<file path="config.mk">
export PLATFORM = sky130hd
export DESIGN_NAME = fsac_top
export DESIGN_NICKNAME = d
export VERILOG_FILES = /design/src/design/fsac_pkg.sv /design/src/design/fsac_top.sv
export VERILOG_INCLUDE_DIRS = /design/src /design/src/design
export SDC_FILE = /design/constraint.sdc
export NUM_CORES = 1
export LEC_CHECK = 0
export BUFFER_PORTS_ARGS = -buffer_cell sky130_fd_sc_hd__buf_2
export CORE_UTILIZATION = 25
export DETAILED_ROUTE_END_ITERATION = 10
export GPL_ROUTABILITY_DRIVEN = 0
export HOLD_SLACK_MARGIN = 0.05
export PLACE_DENSITY = 0.56
export SLEW_MARGIN = 40
export SYNTH_ARGS = -nofsm -noshare
export SYNTH_HDL_FRONTEND = slang
export SYNTH_SLANG_ARGS = --single-unit
export TNS_END_PERCENT = 20
</file>
<file path="constraint.sdc">
create_clock -name i_clk -period 3.3 [get_ports i_clk]
set_clock_uncertainty 0.2 [all_clocks]
set_input_delay 0.495 -clock i_clk [delete_from_list [all_inputs] [get_ports i_clk]]
set_output_delay 0.495 -clock i_clk [all_outputs]
set_load 0.01 [all_outputs]
</file>
<file path="src/design/fsac_defines.svh">
`ifndef FSAC_DEFINES_SVH
`define FSAC_DEFINES_SVH

// ----------------------------------------
// Register offsets
// ----------------------------------------
`define FSAC_ADDR_CFG 8'h20
`define FSAC_ADDR_STAT 8'h24
`define FSAC_ADDR_STALL 8'h25
`define FSAC_ADDR_SPIN 8'h26
`define FSAC_ADDR_DRV 8'h27
`define FSAC_ADDR_IEN 8'h29
`define FSAC_ADDR_LOCK 8'hEF

// ----------------------------------------
// Field positions
// ----------------------------------------
`define FSAC_CFG_MASK 7
`define FSAC_CFG_DISTO 6
`define FSAC_CFG_WDC 5
`define FSAC_CFG_DRVCK 1
`define FSAC_CFG_USE_EXTERNAL_CLOCK 0
`define FSAC_ST_WATCH 7
`define FSAC_ST_DRV 2
`define FSAC_ST_SPIN 1
`define FSAC_ST_STALL 0
`define FSAC_LOCK_BIT 0

// ----------------------------------------
// Reset values and write masks
// ----------------------------------------
`define FSAC_CFG_RST 8'h00
`define FSAC_IEN_RST 5'h00
`define FSAC_FAN_CLR 5'h00
`define FSAC_FAN_ALL 5'h1F
`define FSAC_CFG_WMASK 8'hE3
`define FSAC_ZERO8 8'h00
`define FSAC_ZERO3 3'h0
`define FSAC_ZERO4 4'h0
`define FSAC_ZERO7 7'h00

`endif

</file>
<file path="src/design/fsac_pkg.sv">
package fsac_pkg;

  // ----------------------------------------
  // Carriers
  // ----------------------------------------
  typedef logic [4:0] fsac_fan_t;

  typedef struct packed {
    logic wr;
    logic rd;
    logic [7:0] addr;
    logic [7:0] wdata;
  } fsac_req_s;

  typedef struct packed {
    fsac_fan_t stall;
    fsac_fan_t spin;
    fsac_fan_t drive;
  } fsac_fault_s;

endpackage

</file>
<file path="src/design/fsac_top.sv">
`timescale 1ns/1ps
`include "fsac_defines.svh"

// Overview of operation
// - Global mask set: alert never asserted
// - Mask clear: any enabled status asserts alert
// - Timeout-disable bit turns off bus time-out
// - Continuous bit selects continuous watchdog mode
// - Drive-out bit drives internal clock on pin
// - Use-external bit times tach from pin
// - Drive-out overrides use-external, internal clock used
// - Watchdog expiry sets flag, forces full duty
// - Reading summary register clears watchdog flag
// - Summary drive-fail is OR of fan bits
// - Summary spin-fail is OR of fan bits
// - Summary stall is OR of fan bits
// - Stall bit set when tach exceeds maximum
// - Spin-fail bit set when spin-up fails
// - Drive-fail bit set when speed unreachable
// - Read clears only faults no longer present
// - Enabled fan faults assert the alert
// - Disabled fan faults update status, no alert
// - Configuration register obeys the software lock
// - Lock set makes locked registers read-only
// - Reset loads every register default

module fsac_top (
  input wire logic i_clk,
  input wire logic i_resetn,
  input wire fsac_pkg::fsac_req_s i_req,
  input wire fsac_pkg::fsac_fault_s i_fault,
  input wire logic i_wd_expire,
  input wire fsac_pkg::fsac_fan_t i_fan_reprog,
  input wire logic i_int_osc,
  input wire logic i_clk_pin,
  output logic [7:0] o_rdata,
  output logic o_rvalid,
  output logic o_alert_n,
  output logic o_timeout_en,
  output logic o_wd_continuous,
  output logic o_tach_ext,
  output logic o_tach_clk,
  output logic o_clk_out,
  output logic o_clk_oe,
  output fsac_pkg::fsac_fan_t o_force_full
);

  // ----------------------------------------
  // Register state
  // ----------------------------------------
  logic [7:0] cfg_r;
  fsac_pkg::fsac_fan_t ien_r;
  logic lock_r;
  logic watch_r;
  fsac_pkg::fsac_fan_t stall_r;
  fsac_pkg::fsac_fan_t spin_r;
  fsac_pkg::fsac_fan_t drv_r;
  logic [7:0] rd_nxt;
  logic pending;
  logic rd_stat;
  logic rd_stall;
  logic rd_spin;
  logic rd_drv;
  logic wr_cfg;
  logic any_stall;
  logic any_spin_fail;
  logic any_drive_fail;

  assign rd_stat = i_req.rd && (i_req.addr == `FSAC_ADDR_STAT);
  assign rd_stall = i_req.rd && (i_req.addr == `FSAC_ADDR_STALL);
  assign rd_spin = i_req.rd && (i_req.addr == `FSAC_ADDR_SPIN);
  assign rd_drv = i_req.rd && (i_req.addr == `FSAC_ADDR_DRV);
  assign wr_cfg = i_req.wr && (i_req.addr == `FSAC_ADDR_CFG);

  // ----------------------------------------
  // Lock and configuration
  // ----------------------------------------
  always_ff @(posedge i_clk or negedge i_resetn) begin
    if (!i_resetn) begin
      lock_r <= 1'b0;
    end else if (i_req.wr && i_req.addr == `FSAC_ADDR_LOCK && i_req.wdata[`FSAC_LOCK_BIT]) begin
      lock_r <= 1'b1;
    end
  end

  always_ff @(posedge i_clk or negedge i_resetn) begin
    if (!i_resetn) begin
      cfg_r <= `FSAC_CFG_RST;
    end else if (wr_cfg && !lock_r) begin
      cfg_r <= i_req.wdata & `FSAC_CFG_WMASK;
    end
  end

  always_ff @(posedge i_clk or negedge i_resetn) begin
    if (!i_resetn) begin
      ien_r <= `FSAC_IEN_RST;
    end else if (i_req.wr && i_req.addr == `FSAC_ADDR_IEN) begin
      ien_r <= i_req.wdata[4:0];
    end
  end

  // ----------------------------------------
  // Configuration outputs and clock pin
  // ----------------------------------------
  always_ff @(posedge i_clk or negedge i_resetn) begin
    if (!i_resetn) begin
      o_timeout_en <= 1'b1;
      o_wd_continuous <= 1'b0;
      o_tach_ext <= 1'b0;
      o_tach_clk <= 1'b0;
      o_clk_out <= 1'b0;
      o_clk_oe <= 1'b0;
    end else begin
      o_timeout_en <= !cfg_r[`FSAC_CFG_DISTO];
      o_wd_continuous <= cfg_r[`FSAC_CFG_WDC];
      o_tach_ext <= cfg_r[`FSAC_CFG_USE_EXTERNAL_CLOCK] && !cfg_r[`FSAC_CFG_DRVCK];
      if (cfg_r[`FSAC_CFG_USE_EXTERNAL_CLOCK] && !cfg_r[`FSAC_CFG_DRVCK]) begin
        o_tach_clk <= i_clk_pin;
      end else begin
        o_tach_clk <= i_int_osc;
      end
      o_clk_oe <= cfg_r[`FSAC_CFG_DRVCK];
      o_clk_out <= cfg_r[`FSAC_CFG_DRVCK] ? i_int_osc : 1'b0;
    end
  end

  // ----------------------------------------
  // Watchdog flag and forced full duty
  // ----------------------------------------
  always_ff @(posedge i_clk or negedge i_resetn) begin
    if (!i_resetn) begin
      watch_r <= 1'b0;
    end else if (i_wd_expire) begin
      watch_r <= 1'b1;
    end else if (rd_stat) begin
      watch_r <= 1'b0;
    end
  end

  always_ff @(posedge i_clk or negedge i_resetn) begin
    if (!i_resetn) begin
      o_force_full <= `FSAC_FAN_CLR;
    end else if (i_wd_expire) begin
      o_force_full <= `FSAC_FAN_ALL;
    end else begin
      o_force_full <= o_force_full & ~i_fan_reprog;
    end
  end

  // ----------------------------------------
  // Per-fan sticky fault flags
  // ----------------------------------------
  genvar g;
  generate
    for (g = 0; g < 5; g++) begin : g_fan
      always_ff @(posedge i_clk or negedge i_resetn) begin
        if (!i_resetn) begin
          stall_r[g] <= 1'b0;
          spin_r[g] <= 1'b0;
          drv_r[g] <= 1'b0;
        end else begin
          stall_r[g] <= i_fault.stall[g] || (stall_r[g] && !rd_stall);
          spin_r[g] <= i_fault.spin[g] || (spin_r[g] && !rd_spin);
          drv_r[g] <= i_fault.drive[g] || (drv_r[g] && !rd_drv);
        end
      end
    end
  endgenerate

  // ----------------------------------------
  // Summary bits
  // ----------------------------------------
  assign any_stall = |stall_r;
  assign any_spin_fail = |spin_r;
  assign any_drive_fail = |drv_r;

  // ----------------------------------------
  // Read data
  // ----------------------------------------
  always_comb begin
    rd_nxt = `FSAC_ZERO8;
    case (i_req.addr)
      `FSAC_ADDR_CFG: rd_nxt = cfg_r;
      `FSAC_ADDR_STAT: rd_nxt = {watch_r, `FSAC_ZERO4, any_drive_fail, any_spin_fail, any_stall};
      `FSAC_ADDR_STALL: rd_nxt = {`FSAC_ZERO3, stall_r};
      `FSAC_ADDR_SPIN: rd_nxt = {`FSAC_ZERO3, spin_r};
      `FSAC_ADDR_DRV: rd_nxt = {`FSAC_ZERO3, drv_r};
      `FSAC_ADDR_IEN: rd_nxt = {`FSAC_ZERO3, ien_r};
      `FSAC_ADDR_LOCK: rd_nxt = {`FSAC_ZERO7, lock_r};
      default: rd_nxt = `FSAC_ZERO8;
    endcase
  end

  always_ff @(posedge i_clk or negedge i_resetn) begin
    if (!i_resetn) begin
      o_rdata <= `FSAC_ZERO8;
      o_rvalid <= 1'b0;
    end else begin
      o_rvalid <= i_req.rd;
      if (i_req.rd) begin
        o_rdata <= rd_nxt;
      end
    end
  end

  // ----------------------------------------
  // Alert
  // ----------------------------------------
  assign pending = watch_r || |(ien_r & (stall_r | spin_r | drv_r));

  always_ff @(posedge i_clk or negedge i_resetn) begin
    if (!i_resetn) begin
      o_alert_n <= 1'b1;
    end else begin
      o_alert_n <= !(pending && !cfg_r[`FSAC_CFG_MASK]);
    end
  end
endmodule

</file>
==> impl_results.md <==
* Mux cell area share after synthesis at 0.0649
* Synthesized area at 2080 µm²
* Least-Margin Pin Slew at 0.609 ns
* Worst EP required at 3.29 ns
* Die footprint at 8700 µm²
* Number of antenna violations at the first check in global routing at 0
* Pre-CTS setup slack at 0.819 ns
* Synthesis Warnings at 0
* R2R cell count at 4
* Worst EP arrival at 2.14 ns
* First-pass GRT wire length at 8.53 mm
* Synth async-reset ratio at 1.00
* Starting Density at 0.264
* Overall die height at 93.3 µm
* Wire per inst at 15.5 µm
* Max_cap viols at 0
* Syn avg cell area at 12.1 µm²
* Post-CTS Setup Inserts at 0
* Num ports at 64
* Post-synthesis sequential area ratio at 0.578
* Total track usage at 0.131
* Period utilisation layout at 0.650
* Post-route ant nets at 0
* Setup TNS at 0 ns
* TritonCTS Buffers at 5
* Htree depth at 2
* Core Area at 7890 µm²
* Post-synth EDFFs at 0
* Most frequent cells in the layout: buf_2, dfrtp_1, a21o_1, inv_1, mux2_2
* Hold Crit Class: input pin to register
* Outcome: complete, no violations
* Cell Count, Final, Fillers Out at 343
* Crit start category: input pin
* Final HPWL DP at 4.03 mm
* RSZ-0062 raised after global routing: false
* DR DRC count at 0
* CP max FO at 11
* Via count at 1630
* CTS tree: done
* Die W at 93.3 µm
* # diodes at 0
* Setup crit end kind: register
* Worst Hold Depth at 2
* XOR/XNOR Fraction of Synth Area at 0
* Fin util at 0.335
* Pin count of the biggest net entering global routing at 49
* Number of buffers on the longest clock path at 2
* Hold slack at 0.159 ns
* Area fraction in compound gates after synthesis at 0.187
* Leading cell type in the layout, fill and taps excluded: buf_2
* Mapped Nets at 215
* Rows at 32
* R2R setup slack at 1.61 ns
* Max-slew violations at 0
* Layout area overhead at 26.7%
* Placed insts at 334
* NumNets Final at 283
* DRT Wirelength at 5.30 mm
* Clock Latency Late Sink at 0.30 ns
* Setup violations, final at 0
* First-pass iteration count of the detailed router at 4
* Main combinational cell family by area after synthesis: compound AO/OA/AOI/OAI gates
* VDD IR max at 0.155 mV
* Grt total ovfl at 0
* Clk pin slew, worst setup/hold paths at 0.09 ns
* CTS root buffer: clkbuf_8
* Vias in the first global route at 1658
* Clock sinks at 48
* Crit path kind: input pin to register
* Register bit total from synthesis at 48
* PwrDens at 432 nW/µm²
* Synth Area in Simple Gates at 0.135
* 1st-iter DRT viols at 142
* Vias per cell at 4.75
* Leakage at 1.20 nW
* Filler cells at 806
* Port Buffers at 63
* Fmax at 466 MHz
* Hold Vio Cnt, Final at 0
* Synth Flop Type: dfrtp_1
* Synth Area in Adders at 0
* Yosys cell types at 43
* Syn Inst Count at 172
* Final worst slack at 1.15 ns
* Share of layout cells above drive strength 1 at 0.386
* Fin crit period at 2.15 ns
* Worst slew margin at 0.594
==> critical path: stages <==
cell and delay [ns]:
buf_2 0.17, or4b_4 0.59, nor4_4 0.41, nand3b_4 0.17
mux2_2 0.30
==> routing by layer <==
metal  GRT usage  share of wire  vias up
met5           0              0        -
met4      0.0372          0.013        0
met3      0.0382          0.084        8
met2       0.190           0.45       65
met1       0.187           0.45      777
li1            -              -      780
==> cell type report <==
| class | instances | area, µm² | share of cell area |
|---|---|---|---|
| clock inverter | 3 | 42.5 | 0.0161 |
| sequential | 48 | 1200 | 0.456 |
| tap | 102 | 128 | 0.0483 |
| clock buffer | 5 | 68.8 | 0.0261 |
| inverter | 13 | 48.8 | 0.0185 |
| multi-input combinational | 107 | 813 | 0.308 |
| timing repair buffer | 65 | 335 | 0.127 |
==> logic make-up after synthesis <==
logic type | Yosys count
flip-flops | 48
AO/OA/AOI/OAI | 51
AND/OR/NAND/NOR | 44
buffers and inverters | 17
multiplexers | 12
==> per-stage QoR <==
step	instance area [µm²]	total power, mW
6_report	2640	1.14
5_1_grt	2640	1.20
4_1_cts	2630	1.16
3_5_place_dp	2510	0.726
3_3_place_gp	2510	0.725
2_1_floorplan	2080	0.666
==> cells in the mapped netlist (3+ instances only) <==
master	n	area (µm²)
a221oi_1	3	26.3
a21o_1	21	158
nor2_1	3	11.3
dfrtp_1	46	1150
a22oi_1	3	22.5
inv_1	12	45.0
o21ai_0	5	25.0
nand2_1	9	33.8
mux2_2	12	135
nor4_1	6	37.5
nand2b_1	3	18.8
nor3_1	4	20.0
a222oi_1	3	30.0
nand3_1	4	20.0
==> timing repair <==
| item | CTS | global route |
|---|---|---|
| hold endpoints to repair | 46 | 0 |
| setup endpoints to repair | 0 | 0 |
| gates resized for setup | 0 | 0 |
| hold buffers | 1 | 0 |
==> sequential cells by signal, summed over array words and instances (netlist names), 5 cells and up <==
name          count
cfg_r             5
drv_r             5
ien_r             5
o_force_full      5
o_rdata           8
spin_r            5
stall_r           5
==> path summary, 6_finish.rpt <==
| kind | endpoint | startpoint |
|---|---|---|
| max | cfg_r[6] | i_req[8] |
| min | stall_r[4] | i_fault[14] |
| max reg2reg | o_rdata[1] | spin_r[4] |
| min reg2reg | o_wd_continuous | cfg_r[5] |
| max in group asynchronous | ien_r[2] | i_resetn |
| min in group asynchronous | o_rvalid | i_resetn |
==> power by group <==
part           leakage (nW)  switching, mW  internal (mW)
Combinational         0.594         0.0543         0.0447
Sequential            0.555         0.0102          0.605
Clock                0.0541          0.202          0.224
No activity file was read; power rests on OpenSTA's default activity.
